<file path="src/hw/cbfsl_pkg.sv">
package cbfsl_pkg;
  // opcode bytes
  localparam logic [7:0] OP_TWO_BYTE = 8'h0f;
  localparam logic [7:0] OP_BRANCH_PARITY_ODD_S = 8'h7b;
  localparam logic [7:0] OP_BRANCH_ON_NEGATIVE_S = 8'h78;
  localparam logic [7:0] OP_BRANCH_ON_ZERO_S = 8'h74;
  localparam logic [7:0] OP_BRANCH_PARITY_ODD_N = 8'h8b;
  localparam logic [7:0] OP_BRANCH_ON_NEGATIVE_N = 8'h88;
  localparam logic [7:0] OP_BRANCH_ON_ZERO_N = 8'h84;
  localparam logic [7:0] OP_FLAGS_TO_HIGH_ACC = 8'h9f;
  localparam logic [7:0] OP_ACCESS_RIGHTS_LOAD = 8'h02;
  localparam logic [7:0] OP_FAR_POINTER_DATA_SEG_LOAD = 8'hc5;
  // condition nibble of the branch opcodes
  localparam logic [3:0] CC_PARITY_ODD = 4'hb;
  localparam logic [3:0] CC_NEGATIVE = 4'h8;
  localparam logic [3:0] CC_ZERO = 4'h4;
  // exception vectors
  localparam logic [7:0] VEC_UD = 8'h06;
  localparam logic [7:0] VEC_NP = 8'h0b;
  localparam logic [7:0] VEC_SS = 8'h0c;
  localparam logic [7:0] VEC_GP = 8'h0d;
  localparam logic [7:0] VEC_PF = 8'h0e;
  localparam logic [7:0] VEC_AC = 8'h11;
  // clocks per instruction
  localparam logic [3:0] CLK_BR_TRUE = 4'h3;
  localparam logic [3:0] CLK_BR_FALSE = 4'h1;
  localparam logic [3:0] CLK_FLAGS_TO_HIGH_ACC = 4'h3;
  localparam logic [3:0] CLK_ACCESS_RIGHTS = 4'hb;
  localparam logic [3:0] CLK_LDS_REAL = 4'h6;
  localparam logic [3:0] CLK_LDS_PROT = 4'hc;
  // masks, offsets, sizes
  localparam logic [31:0] IP16_MASK = 32'h0000ffff;
  localparam logic [31:0] LAR_MASK = 32'h00ffff00;
  localparam logic [15:0] LAR_SYS_VALID = 16'hdafe;
  localparam logic [31:0] SEL_OFS16 = 32'h00000002;
  localparam logic [31:0] SEL_OFS32 = 32'h00000004;
  localparam logic [4:0] FETCH_BYTES = 5'h10;
  // flag byte bit positions
  localparam int FLG_CARRY = 0;
  localparam int FLG_PARITY = 2;
  localparam int FLG_AUX = 4;
  localparam int FLG_ZERO = 6;
  localparam int FLG_SIGN = 7;
  // control register bit positions
  localparam int CTRL_PE = 0;
  localparam int CTRL_VM = 1;
  localparam int CTRL_CPL_LO = 2;
  localparam int CTRL_AC = 4;
  // register word index (byte address bits 4:2)
  localparam logic [2:0] REG_CTRL = 3'h0;
  localparam logic [2:0] REG_FLAGS = 3'h1;
  localparam logic [2:0] REG_IP = 3'h2;
  localparam logic [2:0] REG_CS_LIMIT = 3'h3;
  localparam logic [2:0] REG_DS = 3'h4;
  localparam logic [2:0] REG_STATUS = 3'h5;
  // reset values
  localparam logic [4:0] RST_CTRL = 5'h00;
  localparam logic [7:0] RST_FLAGS = 8'h00;
  localparam logic [31:0] RST_IP = 32'h00000000;
  localparam logic [31:0] RST_CS_LIMIT = 32'h0000ffff;
  localparam logic RST_DS_VALID = 1'b1;

  typedef enum logic [2:0] {ST_IDLE, ST_MOFF, ST_MSEL, ST_DESC, ST_WAIT} cbfsl_st_e;
  typedef enum logic [1:0] {K_BR, K_FLAGS_TO_HIGH_ACC, K_LAR, K_LDS} cbfsl_kind_e;
  typedef enum logic [1:0] {WB_HI8, WB_16, WB_32} cbfsl_wbsz_e;

  typedef struct packed {
    logic [7:0] op0;
    logic [7:0] op1;
    logic [31:0] disp;
    logic [1:0] disp_sz;
    logic op32;
    logic [2:0] reg_idx;
    logic src_mem;
    logic [31:0] src_val;
    logic [31:0] ea;
    logic [31:0] next_ip;
  } cbfsl_ins_s;

  typedef struct packed {logic done; logic exc; logic [7:0] vector;} cbfsl_cmp_s;
  typedef struct packed {
    logic valid;
    logic [2:0] idx;
    cbfsl_wbsz_e size;
    logic [31:0] data;
  } cbfsl_wb_s;
  typedef struct packed {logic valid; logic [31:0] addr; logic [4:0] bytes;} cbfsl_fetch_s;
  typedef struct packed {logic gp; logic ss; logic pf;} cbfsl_mflt_s;

  typedef struct packed {
    cbfsl_st_e st;
    cbfsl_kind_e kind;
    logic [3:0] cnt;
    cbfsl_ins_s ins;
    logic pend;
    logic [7:0] pvec;
    logic zok;
    logic [31:0] off;
    logic [15:0] sel;
    logic [31:0] target;
    logic [4:0] ctrl;
    logic [7:0] flags;
    logic [31:0] ip;
    logic [31:0] cs_limit;
    logic [15:0] ds_sel;
    logic ds_valid;
    logic [7:0] last_vec;
    logic bus_ack;
    logic [31:0] rdata;
    cbfsl_cmp_s cmp;
    cbfsl_wb_s wb;
    cbfsl_fetch_s fetch;
    logic [31:0] mem_addr;
    logic mem_sz32;
  } cbfsl_state_s;
endpackage

</file>
<file path="src/hw/cbfsl_exec.sv">
// Implementation choices: the placing of the registers and the Avalon-MM slave port.
`timescale 1ns/1ps
module cbfsl_exec (
  input logic mclk,
  input logic rst,
  input logic [4:0] avs_address,
  input logic avs_read,
  input logic avs_write,
  input logic [3:0] avs_byteenable,
  input logic [31:0] avs_writedata,
  output logic [31:0] avs_readdata,
  output logic avs_waitrequest,
  input logic ins_valid,
  input cbfsl_pkg::cbfsl_ins_s ins,
  output logic ins_ready,
  output cbfsl_pkg::cbfsl_cmp_s cmp,
  output cbfsl_pkg::cbfsl_wb_s wb,
  output cbfsl_pkg::cbfsl_fetch_s fetch,
  output logic mem_req,
  output logic [31:0] mem_addr,
  output logic mem_size32,
  input logic mem_ack,
  input logic [31:0] mem_rdata,
  input cbfsl_pkg::cbfsl_mflt_s mem_flt,
  output logic desc_req,
  output logic [15:0] desc_sel,
  input logic desc_ack,
  input logic [31:0] desc_hi,
  input logic desc_in_limit,
  input logic ds_ref_valid,
  output logic ds_ref_grant,
  output logic ds_ref_fault
);
  import cbfsl_pkg::*;

  cbfsl_state_s s;
  cbfsl_state_s n;
  logic prot;
  logic accept;
  logic two;
  logic is_br;
  logic is_flags_to_high_acc;
  logic is_lar;
  logic is_lds;
  logic cond;
  logic [3:0] ccode;
  logic [31:0] dext;
  logic [31:0] tgt;
  logic [1:0] current_privilege;
  logic [1:0] requestor_privilege;
  logic [1:0] eff_priv;
  logic [1:0] descriptor_privilege;
  logic [3:0] dtyp;
  logic dseg;
  logic conf;
  logic visible;
  logic type_ok;
  logic lds_type_ok;
  logic lds_priv_bad;
  logic sel_null;
  logic misalign;
  logic mflt;
  logic [7:0] mvec;
  logic wr_flags;
  logic lar_fin;
  logic [31:0] bus_wd;

  function automatic logic [31:0] be_merge(input logic [31:0] old, input logic [31:0] wd,
                                           input logic [3:0] be);
    logic [31:0] r;
    r = old;
    for (int i = 0; i < 4; i++) begin
      if (be[i]) begin
        r[i*8 +: 8] = wd[i*8 +: 8];
      end
    end
    return r;
  endfunction

  assign prot = s.ctrl[CTRL_PE] && !s.ctrl[CTRL_VM];
  assign current_privilege = s.ctrl[CTRL_CPL_LO +: 2];
  assign ins_ready = (s.st == ST_IDLE);
  assign accept = ins_valid && ins_ready;

  // instruction decode
  always_comb begin
    two = (ins.op0 == OP_TWO_BYTE);
    ccode = two ? ins.op1[3:0] : ins.op0[3:0];
    is_br = two ? (ins.op1 == OP_BRANCH_PARITY_ODD_N || ins.op1 == OP_BRANCH_ON_NEGATIVE_N ||
                   ins.op1 == OP_BRANCH_ON_ZERO_N)
                : (ins.op0 == OP_BRANCH_PARITY_ODD_S || ins.op0 == OP_BRANCH_ON_NEGATIVE_S ||
                   ins.op0 == OP_BRANCH_ON_ZERO_S);
    is_flags_to_high_acc = (ins.op0 == OP_FLAGS_TO_HIGH_ACC);
    is_lar = two && (ins.op1 == OP_ACCESS_RIGHTS_LOAD);
    is_lds = (ins.op0 == OP_FAR_POINTER_DATA_SEG_LOAD);
    unique case (ccode)
      CC_PARITY_ODD: cond = !s.flags[FLG_PARITY];
      CC_NEGATIVE: cond = s.flags[FLG_SIGN];
      CC_ZERO: cond = s.flags[FLG_ZERO];
      default: cond = 1'b0;
    endcase
    unique case (ins.disp_sz)
      2'h0: dext = {{24{ins.disp[7]}}, ins.disp[7:0]};
      2'h1: dext = {{16{ins.disp[15]}}, ins.disp[15:0]};
      default: dext = ins.disp;
    endcase
    tgt = ins.next_ip + dext;
    if (!ins.op32) begin
      tgt = tgt & IP16_MASK;
    end
  end

  // descriptor and memory checks
  always_comb begin
    requestor_privilege = s.sel[1:0];
    eff_priv = (requestor_privilege > current_privilege) ? requestor_privilege : current_privilege;
    descriptor_privilege = desc_hi[14:13];
    dseg = desc_hi[12];
    dtyp = desc_hi[11:8];
    sel_null = (s.sel[15:2] == 14'h0);
    conf = dseg && dtyp[3] && dtyp[2];
    visible = conf || (eff_priv <= descriptor_privilege);
    type_ok = dseg || LAR_SYS_VALID[dtyp];
    lds_type_ok = dseg && (!dtyp[3] || dtyp[1]);
    lds_priv_bad = !conf && ((requestor_privilege > descriptor_privilege) || (current_privilege > descriptor_privilege));
    misalign = s.mem_sz32 ? (s.mem_addr[1:0] != 2'h0) : s.mem_addr[0];
    mflt = 1'b1;
    if (mem_flt.gp) begin
      mvec = VEC_GP;
    end else if (mem_flt.ss) begin
      mvec = VEC_SS;
    end else if (mem_flt.pf) begin
      mvec = VEC_PF;
    end else if (misalign && (current_privilege == 2'h3) && s.ctrl[CTRL_AC]) begin
      mvec = VEC_AC;
    end else begin
      mvec = 8'h00;
      mflt = 1'b0;
    end
  end

  always_comb begin
    n = s;
    n.cmp = '0;
    n.wb.valid = 1'b0;
    n.fetch.valid = 1'b0;
    wr_flags = 1'b0;
    lar_fin = 1'b0;
    // register slave: one wait cycle, then the access completes
    bus_wd = 32'h0;
    n.bus_ack = (avs_read || avs_write) && !s.bus_ack;
    if ((avs_read || avs_write) && !s.bus_ack) begin
      unique case (avs_address[4:2])
        REG_CTRL: n.rdata = {27'h0, s.ctrl};
        REG_FLAGS: n.rdata = {24'h0, s.flags};
        REG_IP: n.rdata = s.ip;
        REG_CS_LIMIT: n.rdata = s.cs_limit;
        REG_DS: n.rdata = {15'h0, s.ds_valid, s.ds_sel};
        REG_STATUS: n.rdata = {23'h0, (s.st != ST_IDLE), s.last_vec};
        default: n.rdata = 32'h0;
      endcase
    end
    if (avs_write && s.bus_ack) begin
      unique case (avs_address[4:2])
        REG_CTRL: begin
          bus_wd = be_merge({27'h0, s.ctrl}, avs_writedata, avs_byteenable);
          n.ctrl = bus_wd[4:0];
        end
        REG_FLAGS: begin
          bus_wd = be_merge({24'h0, s.flags}, avs_writedata, avs_byteenable);
          n.flags = bus_wd[7:0];
          wr_flags = 1'b1;
        end
        REG_IP: n.ip = be_merge(s.ip, avs_writedata, avs_byteenable);
        REG_CS_LIMIT: n.cs_limit = be_merge(s.cs_limit, avs_writedata, avs_byteenable);
        default: bus_wd = 32'h0;
      endcase
    end
    if (s.st != ST_IDLE && s.cnt > 4'h1) begin
      n.cnt = s.cnt - 4'h1;
    end
    unique case (s.st)
      ST_IDLE: begin
        if (accept) begin
          n.ins = ins;
          n.pend = 1'b0;
          n.zok = 1'b0;
          n.st = ST_WAIT;
          if (is_br) begin
            n.kind = K_BR;
            n.target = tgt;
            if (!cond) begin
              n.ip = ins.next_ip;
              n.cmp.done = 1'b1;
              n.st = ST_IDLE;
            end else begin
              n.pend = prot && (tgt > s.cs_limit);
              n.pvec = VEC_GP;
              n.cnt = CLK_BR_TRUE - CLK_BR_FALSE;
            end
          end else if (is_flags_to_high_acc) begin
            n.kind = K_FLAGS_TO_HIGH_ACC;
            n.cnt = CLK_FLAGS_TO_HIGH_ACC - 4'h1;
          end else if (is_lar && prot) begin
            n.kind = K_LAR;
            n.cnt = CLK_ACCESS_RIGHTS - 4'h1;
            if (ins.src_mem) begin
              n.mem_addr = ins.ea;
              n.mem_sz32 = 1'b0;
              n.st = ST_MOFF;
            end else begin
              n.sel = ins.src_val[15:0];
              n.st = ST_DESC;
            end
          end else if (is_lds && ins.src_mem) begin
            n.kind = K_LDS;
            n.cnt = (prot ? CLK_LDS_PROT : CLK_LDS_REAL) - 4'h1;
            n.mem_addr = ins.ea;
            n.mem_sz32 = ins.op32;
            n.st = ST_MOFF;
          end else begin
            n.cmp = '{done: 1'b1, exc: 1'b1, vector: VEC_UD};
            n.last_vec = VEC_UD;
            n.st = ST_IDLE;
          end
        end
      end
      ST_MOFF: begin
        if (mem_ack) begin
          if (mflt) begin
            n.pend = 1'b1;
            n.pvec = mvec;
            n.st = ST_WAIT;
          end else if (s.kind == K_LAR) begin
            n.sel = mem_rdata[15:0];
            n.st = ST_DESC;
          end else begin
            n.off = s.ins.op32 ? mem_rdata : {16'h0, mem_rdata[15:0]};
            n.mem_addr = s.ins.ea + (s.ins.op32 ? SEL_OFS32 : SEL_OFS16);
            n.mem_sz32 = 1'b0;
            n.st = ST_MSEL;
          end
        end
      end
      ST_MSEL: begin
        if (mem_ack) begin
          if (mflt) begin
            n.pend = 1'b1;
            n.pvec = mvec;
            n.st = ST_WAIT;
          end else begin
            n.sel = mem_rdata[15:0];
            n.st = (prot && (mem_rdata[15:2] != 14'h0)) ? ST_DESC : ST_WAIT;
          end
        end
      end
      ST_DESC: begin
        if (desc_ack) begin
          n.st = ST_WAIT;
          if (s.kind == K_LAR) begin
            n.zok = desc_in_limit && !sel_null && visible && type_ok;
            n.off = desc_hi & LAR_MASK;
          end else if (!desc_in_limit || !lds_type_ok || lds_priv_bad) begin
            n.pend = 1'b1;
            n.pvec = VEC_GP;
          end else if (!desc_hi[15]) begin
            n.pend = 1'b1;
            n.pvec = VEC_NP;
          end
        end
      end
      ST_WAIT: begin
        if (s.cnt <= 4'h1) begin
          n.st = ST_IDLE;
          n.cmp.done = 1'b1;
          if (s.pend) begin
            n.cmp.exc = 1'b1;
            n.cmp.vector = s.pvec;
            n.last_vec = s.pvec;
          end else begin
            n.ip = s.ins.next_ip;
            unique case (s.kind)
              K_BR: begin
                n.ip = s.target;
                n.fetch = '{valid: 1'b1, addr: s.target, bytes: FETCH_BYTES};
              end
              K_FLAGS_TO_HIGH_ACC: begin
                n.wb = '{valid: 1'b1, idx: 3'h0, size: WB_HI8, data: {24'h0, s.flags}};
              end
              K_LAR: begin
                lar_fin = 1'b1;
                n.flags[FLG_ZERO] = s.zok;
                n.wb.valid = s.zok;
                n.wb.idx = s.ins.reg_idx;
                n.wb.size = s.ins.op32 ? WB_32 : WB_16;
                n.wb.data = s.ins.op32 ? s.off : {16'h0, s.off[15:0]};
              end
              K_LDS: begin
                n.wb.valid = 1'b1;
                n.wb.idx = s.ins.reg_idx;
                n.wb.size = s.ins.op32 ? WB_32 : WB_16;
                n.wb.data = s.off;
                n.ds_sel = s.sel;
                n.ds_valid = !(prot && sel_null);
              end
            endcase
          end
        end
      end
    endcase
  end

  always_ff @(posedge mclk) begin
    if (rst) begin
      s <= '0;
      s.ctrl <= RST_CTRL;
      s.flags <= RST_FLAGS;
      s.ip <= RST_IP;
      s.cs_limit <= RST_CS_LIMIT;
      s.ds_valid <= RST_DS_VALID;
    end else begin
      s <= n;
    end
  end

  assign avs_waitrequest = (avs_read || avs_write) && !s.bus_ack;
  assign avs_readdata = s.rdata;
  assign cmp = s.cmp;
  assign wb = s.wb;
  assign fetch = s.fetch;
  assign mem_req = (s.st == ST_MOFF) || (s.st == ST_MSEL);
  assign mem_addr = s.mem_addr;
  assign mem_size32 = s.mem_sz32;
  assign desc_req = (s.st == ST_DESC);
  assign desc_sel = s.sel;
  assign ds_ref_grant = ds_ref_valid && s.ds_valid;
  assign ds_ref_fault = ds_ref_valid && !s.ds_valid;

  property p_br_false;
    @(posedge mclk) disable iff (rst)
      accept && is_br && !cond |=> cmp.done && !cmp.exc && s.ip == $past(ins.next_ip);
  endproperty
  a_br_false: assert property (p_br_false) else $error("false branch not done in one clock");

  property p_br_true;
    @(posedge mclk) disable iff (rst)
      accept && is_br && cond |=> !cmp.done ##1 !cmp.done ##1 cmp.done;
  endproperty
  a_br_true: assert property (p_br_true) else $error("taken branch not done in three clocks");

  property p_flags_to_high_acc;
    @(posedge mclk) disable iff (rst)
      accept && is_flags_to_high_acc |=> !cmp.done[*2] ##1 (cmp.done && !cmp.exc && wb.valid &&
                                               wb.size == WB_HI8);
  endproperty
  a_flags_to_high_acc: assert property (p_flags_to_high_acc) else $error("flag byte move timing or result wrong");

  property p_fetch16;
    @(posedge mclk) disable iff (rst)
      fetch.valid |-> cmp.done && fetch.bytes == FETCH_BYTES && s.ip == fetch.addr;
  endproperty
  a_fetch16: assert property (p_fetch16) else $error("taken branch fetch not 16 bytes");

  property p_ip_mask;
    @(posedge mclk) disable iff (rst)
      fetch.valid && !s.ins.op32 |-> fetch.addr[31:16] == 16'h0;
  endproperty
  a_ip_mask: assert property (p_ip_mask) else $error("16-bit branch target not masked");

  property p_lar_ud;
    @(posedge mclk) disable iff (rst)
      accept && is_lar && !prot |=> cmp.done && cmp.exc && cmp.vector == VEC_UD;
  endproperty
  a_lar_ud: assert property (p_lar_ud) else $error("access-rights load not refused");

  property p_zf_source;
    @(posedge mclk) disable iff (rst)
      s.flags != $past(s.flags) |-> $past(wr_flags) || $past(lar_fin);
  endproperty
  a_zf_source: assert property (p_zf_source) else $error("flags changed unexpectedly");

  property p_ds_null;
    @(posedge mclk) disable iff (rst)
      ds_ref_valid && !s.ds_valid |-> ds_ref_fault && !ds_ref_grant;
  endproperty
  a_ds_null: assert property (p_ds_null) else $error("null data segment access granted");

  property p_sel_addr;
    @(posedge mclk) disable iff (rst)
      s.st == ST_MSEL |-> s.mem_addr == s.ins.ea + (s.ins.op32 ? SEL_OFS32 : SEL_OFS16);
  endproperty
  a_sel_addr: assert property (p_sel_addr) else $error("selector address offset wrong");
endmodule

</file>
<file path="config.mk">
export PLATFORM = sky130hd
export DESIGN_NAME = cbfsl_exec
export DESIGN_NICKNAME = d
export VERILOG_FILES = /design/src/hw/cbfsl_pkg.sv /design/src/hw/cbfsl_exec.sv
export SDC_FILE = /design/constraint.sdc
export NUM_CORES = 1
export LEC_CHECK = 0
export BUFFER_PORTS_ARGS = -buffer_cell sky130_fd_sc_hd__buf_2
export CORE_MARGIN = 3
export CORE_UTILIZATION = 40
export CTS_BUF_LIST = sky130_fd_sc_hd__clkbuf_2
export DETAILED_ROUTE_END_ITERATION = 6
export GPL_TIMING_DRIVEN = 0
export HOLD_SLACK_MARGIN = 0.02
export PLACE_DENSITY = 0.63
export SLEW_MARGIN = 10
export SYNTH_ARGS = -nofsm -noshare
export SYNTH_HDL_FRONTEND = slang
export SYNTH_SLANG_ARGS = --single-unit
export TNS_END_PERCENT = 30
</file>
<file path="constraint.sdc">
create_clock -name mclk -period 7.2 [get_ports mclk]
set_input_delay 1.44 -clock mclk [delete_from_list [all_inputs] [get_ports mclk]]
set_output_delay 1.44 -clock mclk [all_outputs]
set_load 0.02 [all_outputs]
</file>
### Word-level counts from Yosys, hierarchy flattened

Memory sizes are Yosys's and may differ from the RTL's.
Index checks and enable logic that the tools add are counted.

* word-level logic and storage cells: 317
* output and inout port bits: 173
* bits in read-only memories: 16
* register bits: 500
* input bits: 268
* memories: 1

* magnitude comparators: 8
* reduce and logical (&&, ||, !) cells: 82
* multiplexer cells: 123
* add/sub/neg operators: 4
* bitwise operators: 3
* eq/ne operators: 52

Memories
* (name not given): words 16, bits a word 1, rd ports 1, clocked after Yosys merged registers in 0, write ports 0, RTL line cbfsl_exec.sv:123 `type_ok = dseg || LAR_SYS_VALID[dtyp];`

Operators with widths (count)
* 32-bit 2-to-1 mux: 13
* 33-bit 2-to-1 mux: 10
* 32-bit one-hot mux with 2 select lines: 3
* 32-bit one-hot mux with 6 select lines: 1
* 170-bit 2-to-1 mux: 1
* 155-bit 2-to-1 mux: 1
* 48-bit 2-to-1 mux: 3
* 8-bit 2-to-1 mux: 15
* 38-bit one-hot mux with 3 select lines: 1
* 16-bit 2-to-1 mux: 7
* 9-bit 2-to-1 mux: 11
* 86-bit 2-to-1 mux: 1
* 76-bit 2-to-1 mux: 1
* 71-bit 2-to-1 mux: 1
* 33-bit one-hot mux with 2 select lines: 1
* 16-bit one-hot mux with 3 select lines: 1
* 42-bit 2-to-1 mux: 1
* 8-bit == test, second input constant: 5
* 10-bit 2-to-1 mux: 4
* 38-bit 2-to-1 mux: 1
* 32-bit by 3-bit adder with 32-bit output: 1
* 32-bit adder: 1
* 32-bit > comparator: 1
* 3-bit 2-to-1 mux: 10
* 55 further kinds: 177

### Longest topological paths before layout

Gate-level depths: netlist of the first run.

* depth after elaboration: 11
* gate-level depth with buffers: 25
* gate-level depth less buffers: 22

### Least setup slack after synthesis of the first run

Ideal clock, no wire load.

* path kind: input to register
* start: input port ins[101] in the netlist's numbering
* end: register s[343] in the netlist's numbering
* arrival: 5.826 ns
* setup slack: 1.250 ns
* library setup time: 0.124 ns
* stages: 23
* path through: clkbuf_1 -> nor2b_1 -> a211oi_1 -> clkbuf_1 -> a21oi_1 -> ha_1 -> clkbuf_1 -> nor2b_1 -> nor3_1 -> o21bai_1 -> a2111oi_0 -> a21boi_0 -> or3_1 -> a21oi_1 -> ha_1 -> nand4_1 -> nor2_1 -> nand3_1 -> or2_2 -> nor4_1 -> nor2_1 -> a21oi_1 -> nor3_1

* word-level cells in the longest chain between the ends: 10
* elaborated cells on any way between the ends: 11
* those cells by class: 1 x add/sub; 1 x order compare; 1 x eq/ne; 6 x mux; 2 x reduce/logical

Ends and longest elaborated chain
* from (decl): RTL line cbfsl_exec.sv:14 `input cbfsl_pkg::cbfsl_ins_s ins,`
* 2-bit by 1-bit == test with 1-bit output / 2-bit logical NOT (equally long branches): RTL line cbfsl_exec.sv:102 `unique case (ins.disp_sz)`
* 32-bit one-hot mux with 2 select lines *: RTL line cbfsl_exec.sv:102
* 32-bit adder *: RTL line cbfsl_exec.sv:107 `tgt = ins.next_ip + dext;`
* 32-bit 2-to-1 mux *: RTL line cbfsl_exec.sv:108 `if (!ins.op32) begin`
* named net tgt[30]: RTL line cbfsl_exec.sv:48 `logic [31:0] tgt;`
* 32-bit > comparator *: RTL line cbfsl_exec.sv:197 `n.pend = prot && (tgt > s.cs_limit);`
* 1-bit logical AND *: RTL line cbfsl_exec.sv:197
* 9-bit 2-to-1 mux *: RTL line cbfsl_exec.sv:192 `if (!cond) begin`
* 9-bit 2-to-1 mux *: RTL line cbfsl_exec.sv:189 `if (is_br) begin`
* 170-bit 2-to-1 mux *: RTL line cbfsl_exec.sv:184 `if (accept) begin`
* 9-bit one-hot mux with 3 select lines *: RTL line cbfsl_exec.sv:182 `unique case (s.st)`
* to (signal assigned): RTL line cbfsl_exec.sv:322 `s <= n;`
* to (decl): RTL line cbfsl_exec.sv:36 `cbfsl_state_s s;`

Mark *: on every way through the listed nets, which the timed path passes. The rest lies on a longest branch. The select of a mux whose other input is x is not followed.
A chain may end at the register's enable or synchronous reset.

### Final worst setup path of the first run

Ends and elaborated chain as after synthesis.

==> impl_metrics.yaml, run 1 <==
critical_path:
  r2r_slack_ns: 2.79
  crit_path_max_incr_delay_ns: 0.74
  required_ns: 8.24
  start_kind: "primary input"
  cp-endpoint: "s[343]"
  worst_path_most_repeated_cell: "clkbuf_1"
  cp_top_family: "compound AO/OA/AOI/OAI gates"
  cp.depth: 23
  critPathMaxFanout: 10
  crit_slowest_cell: "a2111oi_0"
  rr_startpoint: "s[502]"
  critPathKind: "in2reg"
  end_kind: "flop"
  cp.arrival_ns: 7.28
  critPathLaunch: "ins[101]"
  crit_chain: "clkbuf_1, nor2b_1, a211oi_2, clkbuf_1, a21oi_1, ha_1, clkbuf_1, nor2b_1, nor3_1, o21bai_1, a2111oi_0, a21boi_0, o21ai_0, a21oi_1, ha_1, nand4_1, nor2_1, nand3_1, nor2_1, a2111oi_0, o21ai_0, a211oi_1, nor3_1"
  rr_endpoint: "s[274]"
  cp_num_buf_inv: 3
  rr_worst_depth: 10
cells_and_area:
  syn_to_final_growth_pct: 17.72
  final_area_sq_mm: 0.02590
  fin_cells: 4124
  multiInputGateArea_sq_mm: 0.01154
  nets: 3678
  final_common_cell: "nand2_1"
  seq_area_sq_mm: 0.008188
  drive_above_1_share_pct: 22.15
  final_cell_mix: "nand2_1 (484), dfxtp_1 (409), buf_2 (400)"
  fillers: 5686
placement:
  gp_congestion: 0.9526
  dp_cells: 3916
  hpwl_um: 68120
  io_buffers: 395
  placed_area_sq_mm: 0.02486
synthesis:
  synth_edf_count: 0
  ys_ff_latch: 409
  ys_warn_count: 0
  synth.distinct_cells: 71
  ys_seq_area_share_pct: 37.22
  synth_top_area_share_pct: 37.22
  syn_area_sq_mm: 0.02200
  ys.flop_type: "dfxtp_1"
  yosysTopAreaCell: "dfxtp_1"
  yosys-top-cells-area: "dfxtp_1 (37%), nand2_1 (8.3%), a21oi_1 (7.2%)"
  synth.avg_cell_area_sq_um: 7.799
  syn_inst: 2821
  async_flop_share_pct: 0
clocking:
  root_buffer: "clkbuf_2"
  clock_sinks: 409
  cts_max_level: 3
  cts_tree: "yes"
  clk_latency_ns: 1.19
  cts_buffers: 109
  clk_path_buf_depth: 3
  postCtsSetupBuffers: 0
  clk_pin_slew_ns: 0.12
  cts_hold_buffers: 0
  postCtsResizedCells: 0
die:
  die_y_um: 240.5
  io_pins: 441
  core-area_sq_mm: 0.05413
  row_count: 85
  die_area_sq_mm: 0.05785
  dieWidth_um: 240.5
  initial_core_util_pct: 40.64
sta:
  finalSetupViolCount: 0
  rsz0062_at_grt: "no"
  slew_viol_final: 0
  min_period_over_period_pct: 86.65
  worst_slew_pin_slew_ns: 1.070
  fin_setup_tns_ns: 0
  max_slew_margin_pct: 28.54
  hold_viol_final: 0
  max_freq_mhz: 160.3
  fin_worst_skew_ns: 0.07750
  period_needed_ns: 6.239
global_route:
  grt_max_degree: 17
  first_global_vias: 21400
  grt_pass1_wl_um: 128600
  antenna_found_initial: 18
  grt_usage_pct: 29.22
  grt-ovfl-total: 0
worst_hold_path:
  min_path_type: "reg2reg"
flow_run:
  cap_violations: 0
power:
  power_density_mw_per_mm2: 259.9
  p_leak_nw: 10.87
  max-vdd-ir-drop_mv: 0.1313
route:
  vias_per_cell: 5.534
  num_vias: 22820
  drt-pass1-iter-count: 6
  drtAntennaViolNets: 0
  drt_iter0_drc: 2007
  wl_per_cell_um: 21.19
  wl_um: 87400
  drc_errors: 0
outcome:
  status: "completed"
-- cells by family (layout without fill, tap and decap cells) --
logic type / count (synthesis) / in the layout / share of synthesized area (%)
adder cells (fa/ha/maj): 80 / 80 / 4.606
flip-flops: 409 / 409 / 37.22
multiplexers: 98 / 98 / 4.464
other: 1 / 24 / 0.01704
AO/OA/AOI/OAI: 746 / 746 / 21.24
AND/OR/NAND/NOR: 993 / 993 / 19.77
buffers and inverters: 437 / 1021 / 10.42
XOR/XNOR: 57 / 57 / 2.269
-- worst register-to-register path, cell delays in order (launching register included) --
cell,delay (ns)
dfxtp_1,0.31
clkbuf_1,0.16
nor2_1,0.51
nand2_1,0.34
inv_1,0.19
and2_1,0.17
clkbuf_1,0.56
nand2_1,0.55
nor3_1,0.86
clkbuf_1,0.50
a22o_1,0.21
-- metal layers --
| layer | global-route usage [%] | wire [um] | up-vias |
|---|---|---|---|
| met4 | 11.97 | 3597 | 12 |
| met3 | 6.022 | 7173 | 236 |
| met2 | 46.67 | 39460 | 1034 |
| met5 | 0 | 80 | - |
| li1 | - | - | 10840 |
| met1 | 38.59 | 37090 | 10710 |
-- power breakdown --
group          leakage, nW  internal [mW]  switching, mW
registers             3.31           2.46          0.134
clock network        0.733          0.656           1.04
logic                 6.82          0.798           1.64
-- worst min-delay path by stage --
stage | slack, ns | cells past startpoint | startpoint | to
after floorplan | 0.43 | 2 | s[154] | s[154]
after global placement | 0.44 | 2 | s[328] | s[328]
after detailed placement | 0.44 | 2 | s[329] | s[329]
after CTS | 0.40 | 3 | desc_hi[21] | s[323]
after global routing | 0.42 | 3 | ins[61] | s[405]
final | 0.45 | 2 | s[329] | s[329]
-- Yosys cell counts (all sizes together), types with 4 or more instances --
library cell,instances
xnor2,31
a21oi,319
a21o,22
nand3,92
a31oi,19
a22o,13
o21ai,78
nand2,485
a21boi,4
or3,9
inv,86
dfxtp,409
and2,31
ha,77
a221oi,11
or2,4
nand2b,15
buf,189
a22oi,70
nor2,216
nor4,11
mux2i,97
nor2b,16
o211ai,51
nor3b,4
o21a,10
o21bai,8
nor3,65
a211oi,42
o22a,6
and3,13
o22ai,32
a31o,5
nand4,16
xor2,26
nand3b,5
clkbuf,161
a311oi,33
-- stage by stage --
stage	util (%)	power [mW]	hold WS, ns	setup WS (ns)
3_3_place_gp	45.93	5.015	0.4401	-0.3672
6_report	47.84	6.731	0.4535	0.9611
2_1_floorplan	-	4.188	0.4301	1.250
3_5_place_dp	45.93	5.027	0.4444	-0.3878
4_1_cts	47.75	6.702	0.4019	0.8133
5_1_grt	47.81	7.100	0.4171	0.2892
-- layout make-up --
class,instances,area share [%]
diodes,19,0.1836
plain buffers,350,7.590
clock buffers,156,3.015
clock inverters,33,0.7778
inverters,87,1.261
multi-input cells,1979,44.56
flip-flops and latches,409,31.62
well taps,696,3.362
repair buffers,395,7.633
-- sequential cells by signal, summed over array words and instances (netlist names) --
register	count
avs_readdata	32
mem_addr	32
wb	38
cmp	8
desc_sel	16
mem_size32	1
fetch	34
current_privilege	2
s	246
(Power assumes the default switching activity.)
==> run 2, diff against run 1 <==
Settings changed: ABC_AREA set to 1.
==> run 2 against run 1 <==
Die area up 5.2%. Critical path depth rose by 1. Register-to-register slack improved by 1.2 ns. Global-route usage is 0.25 points lower. Sequential cell count did not move. Utilization is 0.11 points lower. Worst setup slack gained 1.2 ns. Maximum frequency grew 25%. Hold slack lost 0.0024 ns. First-iteration DRC count grew 7.5%. Largest power group is now combinational cells. Highest routed layer unchanged.
==> impl_metrics.yaml, run 2 <==
clocking:
  postCtsResizedCells: 0
  cts_hold_buffers: 0
  clk_path_buf_depth: 3
  clk_pin_slew_ns: 0.12
  postCtsSetupBuffers: 0
  clock_sinks: 409
  root_buffer: "clkbuf_2"
  cts_tree: "yes"
  clk_latency_ns: 1.21
  cts_max_level: 3
  cts_buffers: 106
global_route:
  grt-ovfl-total: 0
  grt_pass1_wl_um: 134600
  grt_max_degree: 17
  grt_usage_pct: 28.96
  first_global_vias: 23100
  antenna_found_initial: 16
synthesis:
  yosys-top-cells-area: "dfxtp_1 (35%), nand2_1 (11%), a21oi_1 (8.3%)"
  ys.flop_type: "dfxtp_1"
  ys_ff_latch: 409
  ys_warn_count: 0
  synth_edf_count: 0
  synthTopCellsByCount: "nand2_1 (667), dfxtp_1 (409), a21oi_1 (386), inv_1 (371), o21ai_0 (324)"
  syn_area_sq_mm: 0.02317
  synth.distinct_cells: 51
  synth_top_area_share_pct: 35.34
  ys_seq_area_share_pct: 35.34
  async_flop_share_pct: 0
  synth.avg_cell_area_sq_um: 6.792
  syn_inst: 3411
  yosysMostFrequentCell: "nand2_1"
  yosysTopAreaCell: "dfxtp_1"
critical_path:
  crit_path_max_incr_delay_ns: 0.43
  crit_chain: "clkbuf_1, nor2_1, nand2_1, nand2_1, inv_1, clkbuf_1, nor2_1, ha_1, a21oi_1, o21a_1, o21ai_0, nand3b_1, or2_2, nand3_1, inv_1, ha_1, nand3_1, inv_1, nand2_1, nor3_1, nand2_1, a21oi_1, nand3_1, a21oi_1"
  required_ns: 8.35
  critPathKind: "in2reg"
  worst_path_most_repeated_cell: "nand2_1"
  cp.arrival_ns: 6.16
  end_kind: "flop"
  critPathMaxFanout: 10
  start_kind: "primary input"
  crit_slowest_cell: "nor3_1"
  cp_top_family: "simple AND/OR/NAND/NOR gates"
  cp_num_buf_inv: 5
route:
  wl_per_cell_um: 19.19
  drt-pass1-iter-count: 5
  num_vias: 24980
  drt_iter0_drc: 2158
  vias_per_cell: 5.239
  drtAntennaViolNets: 0
  drc_errors: 0
  wl_um: 91500
sta:
  rsz0062_at_grt: "no"
  max_freq_mhz: 199.6
  finalSetupViolCount: 0
  max_slew_margin_pct: 23.80
  fin_worst_skew_ns: 0.1206
  slew_viol_final: 0
  hold_viol_final: 0
  period_needed_ns: 5.011
  whs_ns: 0.4511
  min_period_over_period_pct: 69.59
  worst_slew_pin_slew_ns: 1.143
  fin_setup_tns_ns: 0
die:
  dieWidth_um: 246.7
  io_pins: 441
  die_y_um: 246.7
  row_count: 87
  core-area_sq_mm: 0.05682
  initial_core_util_pct: 40.77
  die_area_sq_mm: 0.06084
power:
  power_density_mw_per_mm2: 276.1
  max-vdd-ir-drop_mv: 0.1740
  p_leak_nw: 13.02
cells_and_area:
  drive_above_1_share_pct: 20.34
  syn_to_final_growth_pct: 17.07
  nets: 4269
  fillers: 6194
  largest_reg_flops: 246
  final_common_cell: "nand2_1"
  largest-register: "s"
  final_cell_mix: "nand2_1 (667), buf_2 (433), dfxtp_1 (409)"
placement:
  hpwl_um: 73570
  gp_congestion: 0.9690
  io_buffers: 399
worst_hold_path:
  min_path_type: "reg2reg"
flow_run:
  cap_violations: 0
outcome:
  status: "completed"
[run 2: kinds of logic after synthesis]
kind of cell / after synthesis / synth area share (%)
and+or+nand+nor: 1273 / 23.31
AOI/OAI and AO/OA: 892 / 20.93
buffers and inverters: 723 / 14.78
DFF: 409 / 35.34
adders and majority gates: 79 / 4.331
xor gates and xnor gates: 34 / 1.285
other: 1 / 0.01619
[run 2: report_power, final]
| group | internal (mW) | leakage (nW) | total, mW | switching (mW) |
|---|---|---|---|---|
| sequential | 2.61 | 3.32 | 2.83 | 0.218 |
| clock | 0.638 | 0.713 | 1.67 | 1.03 |
| combinational | 0.973 | 8.98 | 2.99 | 2.02 |
[run 2: area by class of cell]
cell class / count / area (sq um) / area share, %
Multi-Input combinational cell: 2283 / 11570 / 42.68
Sequential cell: 409 / 8188 / 30.19
Timing Repair Buffer: 399 / 1997 / 7.363
Buffer: 338 / 1979 / 7.298
Inverter: 385 / 1445 / 5.328
Tap cell: 756 / 945.9 / 3.488
Clock buffer: 150 / 750.7 / 2.768
Clock inverter: 33 / 202.7 / 0.7474
Antenna cell: 15 / 37.54 / 0.1384
[run 2: per-stage QoR]
stage	utilization [%]	instance area [sq um]	setup slack (ns)	power, mW	cells
after floorplan	-	23180	2.297	4.832	3415
after CTS	47.65	27080	2.158	7.480	4753
after global placement	45.98	26130	1.086	5.797	4570
after detailed placement	45.98	26130	1.065	5.814	4570
final	47.73	27120	2.189	7.489	4768
after global routing	47.69	27100	1.723	7.987	4760
[run 2: per-layer routing]
layer | vias to the layer above | share of wire, % | track usage [%]
met5 | - | 0.071 | 0
met4 | 8 | 4.1 | 12.50
met3 | 204 | 8.5 | 5.715
met2 | 1105 | 47 | 48.30
met1 | 11450 | 41 | 36.34
li1 | 12210 | - | -
[run 2: worst min-delay path, stage by stage (launching register included)]
cell and delay (ns):
dfxtp_1 0.31, inv_1 0.05, a21oi_1 0.05
[run 2: path summary, 6_finish.rpt]
path / startpoint / to / slack (ns) / cells after the start
hold / removal: s[374] / s[374] / 0.45 / 2
hold reg to reg: s[374] / s[374] / 0.45 / 2
setup / recovery: ins[102] / s[343] / 2.19 / 24
setup reg to reg: s[444] / mem_addr[29] / 3.98 / 14
